--- src/bsia_consts.svh ---
// constants for the brake sequencer and terminal allocation block
`ifndef BSIA_CONSTS_SVH
`define BSIA_CONSTS_SVH

// ----------------------------------------
// register offsets
// ----------------------------------------
`define BSIA_OFF_SON_WAIT     4'h0
`define BSIA_OFF_WAIT_FLOW    4'h1
`define BSIA_OFF_BRK_SPEED    4'h2
`define BSIA_OFF_BRK_TIME     4'h3
`define BSIA_OFF_IN_ALLOC_LO  4'h4
`define BSIA_OFF_IN_ALLOC_HI  4'h5
`define BSIA_OFF_OUT_ALLOC    4'h6
`define BSIA_OFF_STATUS       4'h7
`define BSIA_OFF_CTRL         4'h8

// ----------------------------------------
// reset values
// ----------------------------------------
`define BSIA_RST_SON_WAIT     16'h0000
`define BSIA_RST_WAIT_FLOW    16'h0000
`define BSIA_RST_BRK_SPEED    16'h0064
`define BSIA_RST_BRK_TIME     16'h01f4
`define BSIA_RST_IN_ALLOC_LO  16'h3210
`define BSIA_RST_IN_ALLOC_HI  16'h7654
`define BSIA_RST_OUT_ALLOC    16'h0410

// ----------------------------------------
// output function codes
// ----------------------------------------
`define BSIA_OFN_BRAKE        4'h4

// ----------------------------------------
// timing: wait settings count in 1 ms units
// ----------------------------------------
`define BSIA_WAIT_UNIT_NS     1000000
`define BSIA_CLK_PERIOD_NS    25
`define BSIA_MS_CYCLES        (`BSIA_WAIT_UNIT_NS / `BSIA_CLK_PERIOD_NS)

`endif

--- src/bsia_pkg.sv ---
// types for the brake sequencer and terminal allocation block
package bsia_pkg;
  typedef enum logic [4:0] {
    BSIA_OFF      = 5'b00001,
    BSIA_ON_DELAY = 5'b00010,
    BSIA_ON       = 5'b00100,
    BSIA_OFF_WAIT = 5'b01000,
    BSIA_HOLD     = 5'b10000
  } bsia_state_type;
endpackage

--- src/bsia_alloc_if.sv ---
// allocation settings and routed functions between top and router
`timescale 1ns/1ps
interface bsia_alloc_if;
  logic [31:0] in_alloc;
  logic [11:0] out_alloc;
  logic [7:0]  term_in;
  logic [15:0] func_in;
  logic [10:0] func_out;
  logic [2:0]  term_out;
  modport top (output in_alloc, output out_alloc, output term_in, output func_out,
               input func_in, input term_out);
  modport router (input in_alloc, input out_alloc, input term_in, input func_out,
                  output func_in, output term_out);
endinterface

--- src/bsia_router.sv ---
// routing of input terminals to functions and status functions to output pairs
`timescale 1ns/1ps
module bsia_router (
  bsia_alloc_if.router al
);
  // terminals sharing one function are or-ed together
  function automatic logic [15:0] bsia_route_in(input logic [31:0] sel, input logic [7:0] t);
    logic [15:0] f;
    f = 16'h0000;
    for (int i = 7; i >= 0; i--) begin
      f[sel[i*4 +: 4]] = t[i] | f[sel[i*4 +: 4]];
    end
    return f;
  endfunction

  function automatic logic bsia_pick_out(input logic [3:0] code, input logic [10:0] f);
    return (code <= 4'ha) ? f[code] : 1'b0;
  endfunction

  assign al.func_in     = bsia_route_in(al.in_alloc, al.term_in);
  assign al.term_out[0] = bsia_pick_out(al.out_alloc[3:0], al.func_out);
  assign al.term_out[1] = bsia_pick_out(al.out_alloc[7:4], al.func_out);
  assign al.term_out[2] = bsia_pick_out(al.out_alloc[11:8], al.func_out);
endmodule

--- src/bsia_brake_seq.sv ---
// brake sequencing against excitation, with terminal allocation
//
// Behaviour
// - brake timing only acts when some output pair carries the brake code
// - negative wait: excitation first, brake output after delay magnitude
// - standard flow: brake engage and excitation removal happen together
// - after servo-off, brake engages once speed drops below wait speed
// - after servo-off, brake engages once elapsed time reaches wait time
// - brake engages on whichever of speed or time condition comes first
// - three-digit setting maps eleven status functions onto pairs, at restart
// - wait time, flow, speed and time settings act immediately
//
// The strobed register port and the address map were decided locally.
`timescale 1ns/1ps
`include "bsia_consts.svh"
module bsia_brake_seq #(
  parameter int unsigned MS_CYCLES = `BSIA_MS_CYCLES
) (
  // clock and reset
  input  wire logic        clk_sys,
  input  wire logic        rst_b,
  input  wire logic        clk_en,
  // register port
  input  wire logic [3:0]  reg_addr,
  input  wire logic [15:0] reg_wdata,
  input  wire logic        reg_wr,
  input  wire logic        reg_rd,
  output logic      [15:0] reg_rdata,
  // input terminals, asynchronous pins
  input  wire logic [7:0]  term_in,
  // motor feedback, same clock
  input  wire logic [15:0] motor_speed,
  // status functions, codes 0..a except brake, same clock
  input  wire logic [10:0] status_func,
  // outputs
  output logic [15:0] func_in,
  output logic [2:0]  term_out,
  output logic        brake_out,
  output logic        excite_out
);
  // ----------------------------------------
  // registers
  // ----------------------------------------
  logic [15:0] son_wait_q, wait_flow_q, brk_speed_q, brk_time_q;
  logic [15:0] in_lo_q, in_hi_q, out_alloc_q;
  logic [15:0] in_lo_act_q, in_hi_act_q, out_act_q;
  logic [7:0]  term_s1_q, term_s2_q;
  logic [15:0] rdata_d, status_word;
  logic        restart_d;

  // ----------------------------------------
  // write decode
  // ----------------------------------------
  logic we_son_wait, we_wait_flow, we_brk_speed, we_brk_time;
  logic we_in_lo, we_in_hi, we_out_alloc;

  // strobes carry the clock enable so a frozen block ignores the bus
  assign we_son_wait  = clk_en && reg_wr && reg_addr == `BSIA_OFF_SON_WAIT;
  assign we_wait_flow = clk_en && reg_wr && reg_addr == `BSIA_OFF_WAIT_FLOW;
  assign we_brk_speed = clk_en && reg_wr && reg_addr == `BSIA_OFF_BRK_SPEED;
  assign we_brk_time  = clk_en && reg_wr && reg_addr == `BSIA_OFF_BRK_TIME;
  assign we_in_lo     = clk_en && reg_wr && reg_addr == `BSIA_OFF_IN_ALLOC_LO;
  assign we_in_hi     = clk_en && reg_wr && reg_addr == `BSIA_OFF_IN_ALLOC_HI;
  assign we_out_alloc = clk_en && reg_wr && reg_addr == `BSIA_OFF_OUT_ALLOC;
  // restart loads pending allocation into the active copy
  assign restart_d = reg_wr && reg_addr == `BSIA_OFF_CTRL && reg_wdata[0];

  // wait settings written straight into live registers
  always_ff @(posedge clk_sys or negedge rst_b) begin
    if (!rst_b) begin
      son_wait_q  <= `BSIA_RST_SON_WAIT;
      wait_flow_q <= `BSIA_RST_WAIT_FLOW;
      brk_speed_q <= `BSIA_RST_BRK_SPEED;
      brk_time_q  <= `BSIA_RST_BRK_TIME;
    end else begin
      if (we_son_wait) begin
        son_wait_q <= reg_wdata;
      end
      if (we_wait_flow) begin
        wait_flow_q <= reg_wdata;
      end
      if (we_brk_speed) begin
        brk_speed_q <= reg_wdata;
      end
      if (we_brk_time) begin
        brk_time_q <= reg_wdata;
      end
    end
  end

  // pending allocation, inert until a restart copies it
  always_ff @(posedge clk_sys or negedge rst_b) begin
    if (!rst_b) begin
      in_lo_q     <= `BSIA_RST_IN_ALLOC_LO;
      in_hi_q     <= `BSIA_RST_IN_ALLOC_HI;
      out_alloc_q <= `BSIA_RST_OUT_ALLOC;
    end else begin
      if (we_in_lo) begin
        in_lo_q <= reg_wdata;
      end
      if (we_in_hi) begin
        in_hi_q <= reg_wdata;
      end
      if (we_out_alloc) begin
        out_alloc_q <= reg_wdata;
      end
    end
  end

  // allocation takes effect only at restart
  always_ff @(posedge clk_sys or negedge rst_b) begin
    if (!rst_b) begin
      in_lo_act_q <= `BSIA_RST_IN_ALLOC_LO;
      in_hi_act_q <= `BSIA_RST_IN_ALLOC_HI;
      out_act_q   <= `BSIA_RST_OUT_ALLOC;
    end else if (clk_en && restart_d) begin
      in_lo_act_q <= in_lo_q;
      in_hi_act_q <= in_hi_q;
      out_act_q   <= {4'h0, out_alloc_q[11:0]};
    end
  end

  // ----------------------------------------
  // input synchroniser and routing
  // ----------------------------------------
  always_ff @(posedge clk_sys or negedge rst_b) begin
    if (!rst_b) begin
      term_s1_q <= 8'h00;
      term_s2_q <= 8'h00;
    end else if (clk_en) begin
      term_s1_q <= term_in;
      term_s2_q <= term_s1_q;
    end
  end

  bsia_alloc_if al ();
  assign al.in_alloc  = {in_hi_act_q, in_lo_act_q};
  assign al.out_alloc = out_act_q[11:0];
  assign al.term_in   = term_s2_q;

  bsia_router u_router (
    .al (al)
  );

  // ----------------------------------------
  // brake sequencer
  // ----------------------------------------
  bsia_pkg::bsia_state_type state_q, state_d;
  logic [31:0] cnt_q, cnt_d;
  logic        brk_used, son, son_neg, flow_std;
  logic [31:0] son_mag_cyc, brk_time_cyc;
  logic        son_done, time_done, speed_low;
  logic        brake_d, excite_d;

  function automatic logic [31:0] bsia_ms_to_cyc(input logic [15:0] ms);
    return 32'(ms) * 32'(MS_CYCLES);
  endfunction

  // true when an output digit carries the brake function
  function automatic logic bsia_is_brake(input logic [3:0] code);
    return code == `BSIA_OFN_BRAKE;
  endfunction

  // brake timing only with a brake-coded output pair
  assign brk_used = bsia_is_brake(out_act_q[3:0]) || bsia_is_brake(out_act_q[7:4])
                    || bsia_is_brake(out_act_q[11:8]);
  assign son          = al.func_in[0];
  assign son_neg      = son_wait_q[15];
  assign son_mag_cyc  = bsia_ms_to_cyc(son_neg ? 16'(-son_wait_q) : son_wait_q);
  assign brk_time_cyc = bsia_ms_to_cyc(brk_time_q);
  assign son_done     = cnt_q + 32'h1 >= son_mag_cyc;
  // elapsed time reaches the wait time
  assign time_done    = cnt_q >= brk_time_cyc;
  assign speed_low    = motor_speed < brk_speed_q;
  assign flow_std     = wait_flow_q == 16'h0000;

  // brake_out high means brake released (relay energised)
  always_comb begin
    state_d  = state_q;
    cnt_d    = cnt_q;
    brake_d  = 1'b0;
    excite_d = 1'b0;
    case (state_q)
      bsia_pkg::BSIA_OFF: begin
        cnt_d = 32'h0;
        if (son) begin
          // zero wait asserts both at once
          if (!brk_used || son_mag_cyc == 32'h0) begin
            state_d  = bsia_pkg::BSIA_ON;
            brake_d  = 1'b1;
            excite_d = 1'b1;
          end else begin
            state_d  = bsia_pkg::BSIA_ON_DELAY;
            brake_d  = !son_neg;
            excite_d = son_neg;
          end
        end
      end
      bsia_pkg::BSIA_ON_DELAY: begin
        brake_d  = !son_neg;
        excite_d = son_neg;
        cnt_d    = cnt_q + 32'h1;
        if (!son) begin
          state_d = bsia_pkg::BSIA_OFF;
          brake_d  = 1'b0;
          excite_d = 1'b0;
        end else if (son_done) begin
          state_d  = bsia_pkg::BSIA_ON;
          brake_d  = 1'b1;
          excite_d = 1'b1;
        end
      end
      bsia_pkg::BSIA_ON: begin
        brake_d  = 1'b1;
        excite_d = 1'b1;
        cnt_d    = 32'h0;
        if (!son) begin
          excite_d = 1'b0;
          // standard flow engages brake with servo-off
          if (!brk_used || flow_std) begin
            state_d = bsia_pkg::BSIA_OFF;
            brake_d = 1'b0;
          end else begin
            state_d = bsia_pkg::BSIA_OFF_WAIT;
          end
        end
      end
      bsia_pkg::BSIA_OFF_WAIT: begin
        brake_d = 1'b1;
        cnt_d   = cnt_q + 32'h1;
        if (speed_low || time_done) begin
          state_d = bsia_pkg::BSIA_HOLD;
          brake_d = 1'b0;
        end
      end
      bsia_pkg::BSIA_HOLD: begin
        // one settling cycle before a new servo-on
        state_d = bsia_pkg::BSIA_OFF;
      end
      default: begin
        state_d = bsia_pkg::BSIA_OFF;
      end
    endcase
  end

  always_ff @(posedge clk_sys or negedge rst_b) begin
    if (!rst_b) begin
      state_q    <= bsia_pkg::BSIA_OFF;
      cnt_q      <= 32'h0;
      brake_out  <= 1'b0;
      excite_out <= 1'b0;
    end else if (clk_en) begin
      state_q    <= state_d;
      cnt_q      <= cnt_d;
      brake_out  <= brake_d;
      excite_out <= excite_d;
    end
  end

  // ----------------------------------------
  // output routing, brake function in slot 4
  // ----------------------------------------
  // brake code drives the pair with the sequencer's brake signal
  assign al.func_out = {status_func[10:5], brake_d, status_func[3:0]};

  always_ff @(posedge clk_sys or negedge rst_b) begin
    if (!rst_b) begin
      term_out <= 3'h0;
      func_in  <= 16'h0000;
    end else if (clk_en) begin
      term_out <= al.term_out;
      func_in  <= al.func_in;
    end
  end

  // ----------------------------------------
  // status word
  // ----------------------------------------
  // bit6 brake pair allocated, bit5 released, bit4 excited, bit0 servo-on
  assign status_word = {9'h000, brk_used, brake_out, excite_out, 3'h0, son};

  // ----------------------------------------
  // register read
  // ----------------------------------------
  assign rdata_d = (reg_addr == `BSIA_OFF_SON_WAIT)    ? son_wait_q :
                   (reg_addr == `BSIA_OFF_WAIT_FLOW)   ? wait_flow_q :
                   (reg_addr == `BSIA_OFF_BRK_SPEED)   ? brk_speed_q :
                   (reg_addr == `BSIA_OFF_BRK_TIME)    ? brk_time_q :
                   (reg_addr == `BSIA_OFF_IN_ALLOC_LO) ? in_lo_q :
                   (reg_addr == `BSIA_OFF_IN_ALLOC_HI) ? in_hi_q :
                   (reg_addr == `BSIA_OFF_OUT_ALLOC)   ? out_alloc_q :
                   (reg_addr == `BSIA_OFF_STATUS)      ? status_word :
                   16'h0000;

  always_ff @(posedge clk_sys or negedge rst_b) begin
    if (!rst_b) begin
      reg_rdata <= 16'h0000;
    end else if (clk_en) begin
      reg_rdata <= reg_rd ? rdata_d : 16'h0000;
    end
  end
endmodule

--- config.mk ---
export PLATFORM = sky130hd
export DESIGN_NAME = bsia_brake_seq
export DESIGN_NICKNAME = d
export VERILOG_FILES = /design/src/bsia_pkg.sv /design/src/bsia_alloc_if.sv /design/src/bsia_router.sv /design/src/bsia_brake_seq.sv
export VERILOG_INCLUDE_DIRS = /design/src
export SDC_FILE = /design/constraint.sdc
export NUM_CORES = 1
export LEC_CHECK = 0
export ABC_AREA = 1
export BUFFER_PORTS_ARGS = -buffer_cell sky130_fd_sc_hd__buf_2
export CAP_MARGIN = 20
export CORE_MARGIN = 4
export CORE_UTILIZATION = 50
export CTS_CLUSTER_SIZE = 25
export DETAILED_ROUTE_END_ITERATION = 8
export PLACE_DENSITY_LB_ADDON = 0.08
export SETUP_SLACK_MARGIN = 0.15
export SLEW_MARGIN = 10
export SYNTH_ARGS = -nofsm -noshare
export SYNTH_HDL_FRONTEND = slang
export SYNTH_SLANG_ARGS = --single-unit
--- constraint.sdc ---
create_clock -name clk_sys -period 8.5 [get_ports clk_sys]
set_input_delay 1.7 -clock clk_sys [delete_from_list [all_inputs] [get_ports clk_sys]]
set_output_delay 1.7 -clock clk_sys [all_outputs]
set_load 0.03 [all_outputs]
# Word level (Yosys, flattened, before mapping)
# Memories as Yosys holds them, arrays and structs flattened.
# Index checks and enable logic that the tools add are counted.
[op_classes] n_addsub=2 multipliers=2 div=0 n_lt_le_gt_ge=25 n_eq_ne=19 n_shift=0 n_mux=80 bitwise=9 reduce_logical=34
[op_table] cell="$mux 16" count=9
[op_table] cell="$bwmux 16" count=7
[op_table] cell="$ge 32x32->1" count=2
[op_table] cell="$pmux 32 s2" count=1
[op_table] cell="$lt 4x5->1 const B" count=11
[op_table] cell="$mul 16x10->26 const B" count=2
[op_table] cell="$bmux 1 s4" count=10
[op_table] cell="$mux 1" count=34
[op_table] cell="$add 32x1->32 const B" count=1
[op_table] cell="$demux 1 s4" count=8
[op_table] cell="$ge 4x1->1 const B" count=8
[op_table] cell="$logic_not 32->1" count=1
[op_table] cell="$eq 4x3->1 const B" count=7
[op_table] cell="$mux 5" count=5
[op_table] cell="$pmux 5 s4" count=1
[op_table] cell="$logic_and 1x1->1" count=19
[op_table] cell="$and 16x16->16" count=1
[op_table] cell="$logic_not 16->1" count=1
[op_table] cell="$lt 16x16->1" count=1
[op_table] cell="$neg 16->16" count=1
[op_table] cell="$le 4x4->1 const B" count=3
[op_table] cell="$eq 4x2->1 const B" count=2
[op_table] cell="$or 1x1->1" count=8
[op_table] cell="$mux 7" count=1
[op_table] cell="19 further kinds" count=27
[word_totals] register_bits=246 latch_bits=0 ramBits=0 rom_bits=16 input_bits=60 out_inout_bits=37 n_memories=1
[mem_list] name="(no name shown)" words=16 word_bits=1 read_ports=1 rd_ports_with_merged_regs=0 wr=0 line_no="bsia_router.sv:11" text="f[sel[i*4 +: 4]] = t[i] | f[sel[i*4 +: 4]];"

# Logic depth before layout (Yosys ltp)
# Gate-level depths: netlist of the first run.
[depth] word_depth=42 depth_mapped=61

# Cells and area by module
# A second synthesis of the first run with hierarchy kept.
[hier_totals] cells_unflattened=3165 hier_area_um2=22617.9
[by_module_without_submodules] module="bsia_brake_seq" n_inst=1 cells_per_inst=2272 area_each_um2=18427.7 seq_area_each_um2=6203.4
[by_module_without_submodules] module="bsia_router" n_inst=1 cells_per_inst=893 area_each_um2=4190.3 seq_area_each_um2=0.0

# Worst setup path after synthesis of the first run
# OpenSTA, ideal clock, no wires.
[synth_path] path_kind="register -> register" from="register son_wait_q[0]" to="register term_out[2]" arrival_time_ns=7.448 required_time_ns=8.383 path_slack_ns=0.935 path_stages_with_launch=52 n_path_buf=0 path_cell_list="dfrtp_1 -> inv_1 -> ha_1 -> inv_1 -> nor3_1 -> inv_1 -> nor3_1 -> inv_1 -> nor3_1 -> nor2_1 -> xor2_1 -> inv_1 -> fa_1 -> inv_1 -> ha_1 -> inv_1 -> fa_1 -> inv_1 -> [16 not listed] -> nand3_1 -> nand2_1 -> xnor2_1 -> ha_1 -> nand2_1 -> nor2_1 -> a2111oi_0 -> o211ai_1 -> o21ai_0 -> a21oi_1 -> nand3_1 -> nand2_1 -> o21ai_1 -> nand2_1 -> nand2_1 -> nand2_1 -> nand2_1 -> nand2_1"
[synth_between] elab_chain_cells=11 elab_cells_between_ends=14
[synth_lines] element="from (decl)" line_no="bsia_brake_seq.sv:44" text="logic [15:0] son_wait_q, wait_flow_q, brk_speed_q, brk_time_q;"
[synth_lines] element="from (signal assigned)" line_no="bsia_brake_seq.sv:71" text="son_wait_q <= `BSIA_RST_SON_WAIT;"
[synth_lines] element="from (signal assigned)" line_no="bsia_brake_seq.sv:77" text="son_wait_q <= reg_wdata;"
[synth_lines] element="$neg 16->16" line_no="bsia_brake_seq.sv:169" text="assign son_mag_cyc = bsia_ms_to_cyc(son_neg ? 16'(-son_wait_q) : son_wait_q);"
[synth_lines] element="$mux 16 (*)" line_no="bsia_brake_seq.sv:169"
[synth_lines] element="$mul 16x10->26 (*)" line_no="bsia_brake_seq.sv:156" text="return 32'(ms) * 32'(MS_CYCLES);"
[synth_lines] element="branches (longest 4 deep; another with $ge 32x32->1)"
[synth_lines] element="$pmux 1 s4 (*)" line_no="bsia_brake_seq.sv:183" text="case (state_q)"
[synth_lines] element="$bmux 1 s4 (*)" line_no="bsia_router.sv:17" text="return (code <= 4'ha) ? f[code] : 1'b0;"
[synth_lines] element="$mux 1 (implied by the code) (*)" line_no="bsia_router.sv:17"
[synth_lines] element="$mux 1 (*)" line_no="bsia_router.sv:17"
[synth_lines] element="to (signal assigned)" line_no="bsia_brake_seq.sv:271" text="term_out <= al.term_out;"
[synth_lines] element="to (decl)" line_no="bsia_brake_seq.sv:37" text="output logic [2:0] term_out,"
# Mark *: on every way between the ends. The select of a mux whose other input is x is not followed.
# A chain may end at the register's enable or synchronous reset.

# Final worst setup path of the first run
[layout_path] from="register son_wait_q[1]" to="register term_out[1]"
# The elaborated chain is that of the path after synthesis.

==> parameters.txt, run 1 <==
Parameter                              Value

Setup path
  Signal arrival time at the worst endpoint    8480 ps
  Kind of launch point of the worst setup path    flop
  Cells on worst reg2reg path    51
  Crit Path Class    flop to flop
  Category of the worst setup path capture point    flop
  Critical Path Fanout Max    4
  Slowest Stage Delay on Critical Path    540 ps
  Crit path required time    roughly 9000 ps
  Crit path top cell by count    sky130_fd_sc_hd__inv_1
  Worst-path cell with the longest stage delay    sky130_fd_sc_hd__fa_1

Logic synthesis
  Synth area leaders    sky130_fd_sc_hd__dfrtp_1, sky130_fd_sc_hd__ha_1, sky130_fd_sc_hd__nand2_1
  Syn. warnings    0
  Number of synthesized register bits    246
  Distinct cell type count after synthesis    47
  Count of flip-flops with a built-in enable after synthesis    0
  Fraction of registers with async set/reset    1.00
  Fraction of post-synthesis cell area in the top cell type by area    0.244
  Synthesized area per cell    slightly above 7 um2
  Largest area contributor in the netlist    sky130_fd_sc_hd__dfrtp_1
  Count of mapped cells out of synthesis    2943
  Post-synthesis cell area    21400 um2
  Sequential fraction of the synthesis area    0.290
  Post-synth top flop    sky130_fd_sc_hd__dfrtp_1
  Total nets after synthesis    3285

Finish
  Design Area, Final    24000 um2
  Fill cell instance count of the final layout    3994
  Diodes inserted    0
  Largest register FFs    32
  Most frequent cells in the layout    sky130_fd_sc_hd__nand2_1, sky130_fd_sc_hd__inv_1, sky130_fd_sc_hd__o21ai_0, sky130_fd_sc_hd__nor2_1, sky130_fd_sc_hd__ha_1
  Util after Layout    0.570
  Reg with most FFs    cnt_q
  Number of nets in the finished design    between 3000 and 4000
  Area overhead of the layout relative to synthesis    12.5%
  Layout cell share with drive strength beyond 1    0.108
  Most common cell after layout, fill and taps aside    sky130_fd_sc_hd__nand2_1

Placed design
  Post-DP HPWL    49900 um
  Post-Place Cell Area    22400 um2
  IO buf count    95
  Placement Setup Slack    34.5 ps
  Weighted congestion at the end of routability-driven global placement    a little over 0.9

Floorplanning
  Die outline width    215 um
  Starting Density    0.507
  Die Outline Area    46100 um2
  Vertical die dimension    215 um
  Number of rows created at floorplan    75
  Core region area    42100 um2
  Ports    97

STA
  Final number of setup-violating endpoints    0
  Max Slew Vio Count    0
  Minimum clock period after layout    7970 ps
  Max-slew headroom    0.236
  Final Hold Viols    0
  Slew at the pin closest to its max-slew limit    1130 ps
  Setup repair after global routing missed its margin    yes
  Part of the cycle the worst path needs    0.938
  Min setup slack post-route    529 ps
  Worst setup skew after layout    just over 20 ps
  Peak clock frequency supported by timing    ~130 MHz

Route
  Count of unresolved DRC violations after routing    2
  First DRT Iteration DRCs    1536
  Number of nets still failing antenna checks after routing    0
  Total wire length    64600 um
  WL/cell    17.8 um
  Overall via count from detail_route    approximately 20000
  First-pass iteration count of the detailed router    9
  Via density per instance    5.51

Global route
  First-pass GRT wire length    102000 um
  Maximum number of pins on one net before global-route repair    127
  Met2 usage in global routing    0.473
  Antenna violations before repair    2
  Global-route usage over all layers    0.274
  Final global-route overflow total    0
  Number of global-route vias before repair    19400
  Peak-usage layer in the global routing report    met2
  Met1 Usage GRT    0.350
  Met3 Resource Use GR    0.0370

Clock network
  Number of H-tree branching levels    1
  Clock net sink count    about 250
  Total CTS buffers    28
  Clock tree from TritonCTS    done
  Clk root buf    sky130_fd_sc_hd__clkbuf_16
  Clock latency on the worst-skew pair    approximately 570 ps
  Clock-pin slew on the worst setup and hold paths    approximately 60 ps
  Worst-case clock buffer depth    3
  Hold bufs inserted after CTS    0

Min path
  Hold Crit Depth    2
  Type of the most critical hold path    flop to flop

Pwr
  Max rail drop VDD    0.000788 V
  Static Leakage    12.2 nW
  Power per unit of standard cell area    approximately 420 nW/um2

Status
  Failing checks    DRC
  Status    complete, but fails checks

Job
  Max Cap Viol    0
worst paths after layout:
kind,to,slack [ps],startpoint
max,term_out[1],530,son_wait_q[1]
min,al.term_in[0],470,term_s1_q[0]
max reg2reg,term_out[1],530,son_wait_q[1]
min reg2reg,al.term_in[0],470,term_s1_q[0]
max in group asynchronous,son_wait_q[0],5640,rst_b
min in group asynchronous,brk_time_q[3],1270,rst_b
layer usage:
layer	routed length, um	vias to the layer above
li1	-	9874
met1	27500	9439
met2	30900	500
met3	3140	138
met4	3070	4
met5	22	-
report_power, final:
part / switching (mW) / leakage (nW) / total (mW) / internal, mW
logic: 4.34 / 8.59 / 7.17 / 2.84
registers: 0.213 / 3.11 / 1.59 / 1.38
clock network: 0.517 / 0.521 / 1.37 / 0.857
total: 5.07 / 12.2 / 10.1 / 5.07
final cells by class:
class                      count  area (um2)  area share
multi-input combinational   2113       13100       0.546
sequential                   246        6200       0.258
inverter                     513        1930      0.0801
tap                          539         674      0.0281
clock buffer                  37         816      0.0340
timing repair buffer         161        1040      0.0434
clock inverter                15         239     0.00995
worst max-delay path: cells and delay by family, from the launching register on:
family / cells / cell delay, ps
compound gates: 9 / 1570
fa+ha+maj: 8 / 2840
buf+inv: 10 / 690
xor+xnor: 2 / 370
flops: 1 / 410
simple gates: 22 / 2050
synth_stat cells (7+ instances only):
master,count
sky130_fd_sc_hd__dfstp_2,38
sky130_fd_sc_hd__inv_2,8
sky130_fd_sc_hd__nand3_1,197
sky130_fd_sc_hd__o21ai_0,299
sky130_fd_sc_hd__nor2_4,7
sky130_fd_sc_hd__a32o_1,13
sky130_fd_sc_hd__inv_1,502
sky130_fd_sc_hd__o21ai_1,26
sky130_fd_sc_hd__o31ai_1,7
sky130_fd_sc_hd__ha_1,212
sky130_fd_sc_hd__xor2_1,50
sky130_fd_sc_hd__nor3_1,19
sky130_fd_sc_hd__dfrtp_1,208
sky130_fd_sc_hd__nand2_1,584
sky130_fd_sc_hd__o2111ai_1,16
sky130_fd_sc_hd__nand4_1,34
sky130_fd_sc_hd__a21oi_1,150
sky130_fd_sc_hd__nor4_1,21
sky130_fd_sc_hd__clkbuf_1,56
sky130_fd_sc_hd__nor2_1,277
sky130_fd_sc_hd__o22ai_1,38
sky130_fd_sc_hd__buf_4,7
sky130_fd_sc_hd__nor2_2,7
sky130_fd_sc_hd__o211ai_1,14
sky130_fd_sc_hd__xnor2_1,19
sky130_fd_sc_hd__fa_1,70
sky130_fd_sc_hd__nand3_2,7
sky130_fd_sc_hd__o21bai_1,8
through the flow:
| step | setup TNS (ps) | hold WS [ps] | std cells | total power [mW] |
|---|---|---|---|---|
| global route | -175 | 487 | 3624 | 11.3 |
| CTS | 0 | 471 | 3590 | 9.73 |
| finish | 0 | 468 | 3624 | 10.1 |
| global placement | 0 | 455 | 3538 | 8.06 |
| floorplan | 0 | 442 | 2943 | 6.49 |
| detailed placement | 0 | 463 | 3538 | 8.29 |
what timing repair did:
action,CTS,global route
setup endpoints to repair,3,27
cloned,0,1
resized for setup,3,52
buffers inserted,0,33
pin swaps,1,24
cell families (layout without fill, tap and decap cells):
logic type,count (synthesis),after routing,synth area share
AOI/OAI and AO/OA,596,596,0.155
xor gates and xnor gates,69,69,0.0283
adders and majority gates,282,282,0.190
buffers and inverters,585,726,0.106
DFF,246,246,0.290
and+or+nand+nor,1165,1166,0.231
(Power assumes the default switching activity.)
==> inputs of run 2 (changes only) <==
--- a/config.mk
+++ b/config.mk
@@ -6,11 +6,10 @@
 export SDC_FILE = /design/constraint.sdc
 export NUM_CORES = 1
 export LEC_CHECK = 0
-export ABC_AREA = 1
 export BUFFER_PORTS_ARGS = -buffer_cell sky130_fd_sc_hd__buf_2
 export CAP_MARGIN = 20
 export CORE_MARGIN = 4
-export CORE_UTILIZATION = 50
+export CORE_UTILIZATION = 39
 export CTS_CLUSTER_SIZE = 25
 export DETAILED_ROUTE_END_ITERATION = 8
 export PLACE_DENSITY_LB_ADDON = 0.08
==> run 2 against run 1 <==
  * The flow now finishes without violations
  * Final area up 2.6%
  * Maximum frequency down 0.28%
  * Hold slack better by 7.2 ps
  * Core utilization down 12 points
  * Critical path depth down 8
  * Via count down 6.3%
  * Critical path type unchanged
==> parameters.txt, run 2 <==
Parameter                              Value

Finish
  Reg with most FFs    cnt_q (unchanged)
  Layout cell share with drive strength beyond 1    0.192 (was 0.108)
  Diodes inserted    0 (unchanged)
  Number of nets in the finished design    2841 (was 3405)
  Most frequent cells in the layout    sky130_fd_sc_hd__inv_1, sky130_fd_sc_hd__ha_1, sky130_fd_sc_hd__dfrtp_1, sky130_fd_sc_hd__nand2_1, sky130_fd_sc_hd__o21ai_0 (was sky130_fd_sc_hd__nand2_1, sky130_fd_sc_hd__inv_1, sky130_fd_sc_hd__o21ai_0, sky130_fd_sc_hd__nor2_1, sky130_fd_sc_hd__ha_1)
  Combined flip-flop and latch cell area    6200 um2 (about the same)
  Area overhead of the layout relative to synthesis    13.2% (was 12.5%)
  Most common cell after layout, fill and taps aside    sky130_fd_sc_hd__inv_1 (was sky130_fd_sc_hd__nand2_1)
  Fill cell instance count of the final layout    5449 (was 3994)
  Largest register FFs    32 (unchanged)
  Cell Count, Final, Fillers Out    3271 (was 3624)
  Multi-input gate area    14300 um2 (was 13100 um2)

Clock network
  Worst-case clock buffer depth    3 (unchanged)
  Hold bufs inserted after CTS    0 (unchanged)
  Clock tree from TritonCTS    done (unchanged)
  Clk root buf    sky130_fd_sc_hd__clkbuf_16 (unchanged)
  Number of H-tree branching levels    1 (unchanged)
  Clock net sink count    246 (unchanged)
  Clock latency on the worst-skew pair    610 ps (was 570 ps)
  Total CTS buffers    30 (was 28)
  Clock-pin slew on the worst setup and hold paths    60 ps (about the same)

Setup path
  Critical Path Fanout Max    5 (was 4)
  Crit path top cell by count    sky130_fd_sc_hd__a21o_1 (was sky130_fd_sc_hd__inv_1)
  Slowest Stage Delay on Critical Path    540 ps (about the same)
  Crit path required time    8990 ps (was 9010 ps)
  Crit Path Class    flop to flop (unchanged)
  Kind of launch point of the worst setup path    flop (unchanged)
  Cells on worst reg2reg path    43 (was 51)
  Worst-path cell with the longest stage delay    sky130_fd_sc_hd__fa_1 (unchanged)
  Category of the worst setup path capture point    flop (unchanged)
  Signal arrival time at the worst endpoint    8480 ps (about the same)

Route
  Total wire length    68200 um (was 64600 um)
  Count of unresolved DRC violations after routing    0 (was 2)
  First DRT Iteration DRCs    1622 (was 1536)
  WL/cell    20.8 um (was 17.8 um)
  First-pass iteration count of the detailed router    7 (was 9)
  Number of nets still failing antenna checks after routing    0 (unchanged)
  Overall via count from detail_route    18700 (was 20000)
  Via density per instance    5.72 (was 5.51)

Logic synthesis
  Largest area contributor in the netlist    sky130_fd_sc_hd__dfrtp_1 (unchanged)
  Total nets after synthesis    2749 (was 3285)
  Synth area leaders    sky130_fd_sc_hd__dfrtp_1, sky130_fd_sc_hd__ha_1, sky130_fd_sc_hd__mux2_2 (was sky130_fd_sc_hd__dfrtp_1, sky130_fd_sc_hd__ha_1, sky130_fd_sc_hd__nand2_1)
  Distinct cell type count after synthesis    102 (was 47)
  Syn. warnings    0 (unchanged)
  Sequential fraction of the synthesis area    0.285 (was 0.290)
  Synthesized area per cell    9.05 um2 (was 7.26 um2)
  Post-synth top flop    sky130_fd_sc_hd__dfrtp_1 (unchanged)
  Fraction of post-synthesis cell area in the top cell type by area    0.239 (was 0.244)
  Top post-synthesis cells by count    sky130_fd_sc_hd__inv_1, sky130_fd_sc_hd__ha_1, sky130_fd_sc_hd__dfrtp_1 (was sky130_fd_sc_hd__nand2_1, sky130_fd_sc_hd__inv_1, sky130_fd_sc_hd__o21ai_0)
  Number of synthesized register bits    246 (unchanged)
  Count of flip-flops with a built-in enable after synthesis    0 (unchanged)
  Cell with the most instances after synthesis    sky130_fd_sc_hd__inv_1 (was sky130_fd_sc_hd__nand2_1)
  Count of mapped cells out of synthesis    2407 (was 2943)
  Post-synthesis cell area    21800 um2 (was 21400 um2)
  Fraction of registers with async set/reset    1.00 (unchanged)

Floorplanning
  Core region area    55200 um2 (was 42100 um2)
  Die Outline Area    59700 um2 (was 46100 um2)
  Die outline width    244 um (was 215 um)
  Vertical die dimension    244 um (was 215 um)
  Starting Density    0.395 (was 0.507)
  Number of rows created at floorplan    86 (was 75)
  Ports    97 (unchanged)

STA
  Final hold slack    475 ps (was 468 ps)
  Slew at the pin closest to its max-slew limit    1070 ps (was 1130 ps)
  Max-slew headroom    0.286 (was 0.236)
  Setup repair after global routing missed its margin    no (was yes)
  Peak clock frequency supported by timing    125 MHz (about the same)
  Minimum clock period after layout    7990 ps (was 7970 ps)
  Part of the cycle the worst path needs    0.940 (was 0.938)
  Worst setup skew after layout    49.9 ps (was 20.2 ps)
  Final number of setup-violating endpoints    0 (unchanged)
  Final Hold Viols    0 (unchanged)
  Setup total negative slack    0 ps (unchanged)
  Max Slew Vio Count    0 (unchanged)

Status
  Status    finished, final reports clean (was complete, but fails checks)

Global route
  Maximum number of pins on one net before global-route repair    126 (was 127)
  First-pass GRT wire length    107000 um (was 102000 um)
  Final global-route overflow total    0 (unchanged)
  Number of global-route vias before repair    18400 (was 19400)
  Antenna violations before repair    0 (was 2)
  Global-route usage over all layers    0.223 (was 0.274)

Job
  Max Cap Viol    0 (unchanged)

Placed design
  Weighted congestion at the end of routability-driven global placement    0.918 (was 0.910)
  Post-DP HPWL    52600 um (was 49900 um)
  IO buf count    95 (unchanged)
  Dpl cells    3209 (was 3538)

Min path
  Hold Crit Depth    1 (was 2)
  Type of the most critical hold path    flop to flop (unchanged)
[run 2: changes by cell type in the layout (fill, tap and decap cells not counted), sizes merged, moves of 35 or more]
cell / change
inv: -217
mux2: +147
a21o: +39
nand3: -142
a22oi: +40
nand2: -421
nor2: -163
o21ai: -163
nand2b: +35
a21oi: -54
[run 2: what timing repair did]
action | in CTS | in global routing
buffers inserted | 1 | 4
setup endpoints to repair | 9 | 10
pin swaps | 3 | 19
gates cloned | 0 | 0
gates resized for setup | 7 | 39
[run 2: logic make-up after synthesis]
| kind of cell | after synthesis | share of synthesized area |
|---|---|---|
| simple gates | 619 | 0.144 |
| fa+ha+maj | 282 | 0.186 |
| xor+xnor | 85 | 0.0342 |
| flops | 246 | 0.285 |
| buf+inv | 402 | 0.0701 |
| compound gates | 605 | 0.192 |
| mux | 168 | 0.0891 |
[run 2: metrics by stage]
stage	worst slack [ps]	util	instance area, um2
finish	506	0.447	24700
CTS	159	0.443	24400
floorplan	652	-	21800
detailed placement	-254	0.423	23300
global placement	-239	0.422	23300
global route	72.0	0.447	24700
[run 2: metal layers]
layer	GRT usage	wire, um	share of wire
met4	0.0359	1050	0.015
met5	0	0	0
met2	0.374	32700	0.48
met3	0.0217	3070	0.045
met1	0.320	31400	0.46
[run 2: layout make-up]
type | count | share of cell area
multi-input combinational | 1759 | 0.580
timing repair buffer | 167 | 0.0429
sequential | 246 | 0.252
clock inverter | 15 | 0.00883
clock buffer | 41 | 0.0337
inverter | 295 | 0.0449
tap | 748 | 0.0380
[run 2: final timing paths]
check	slack (ps)	startpoint	end
setup reg to reg	510	son_wait_q[2]	state_q[4]
hold reg to reg	480	func_in[0]	func_in[0]
setup / recovery	510	son_wait_q[2]	state_q[4]
min in group asynchronous	1060	rst_b	cnt_q[26]
hold / removal	480	func_in[0]	func_in[0]
max in group asynchronous	6220	rst_b	in_lo_act_q[6]
[run 2: critical path: cells and delay by family, from the launching register on]
family,cells,cell delay [ps]
adder cells (fa/ha/maj),7,2600
AO/OA/AOI/OAI,12,2010
buffers and inverters,13,1230
AND/OR/NAND/NOR,7,860
multiplexers,2,450
flip-flops,1,410
XOR/XNOR,2,290
Power of run 2 is not shown: default switching activity piles up to over one toggle a cycle in this logic, so the estimate is an artifact.
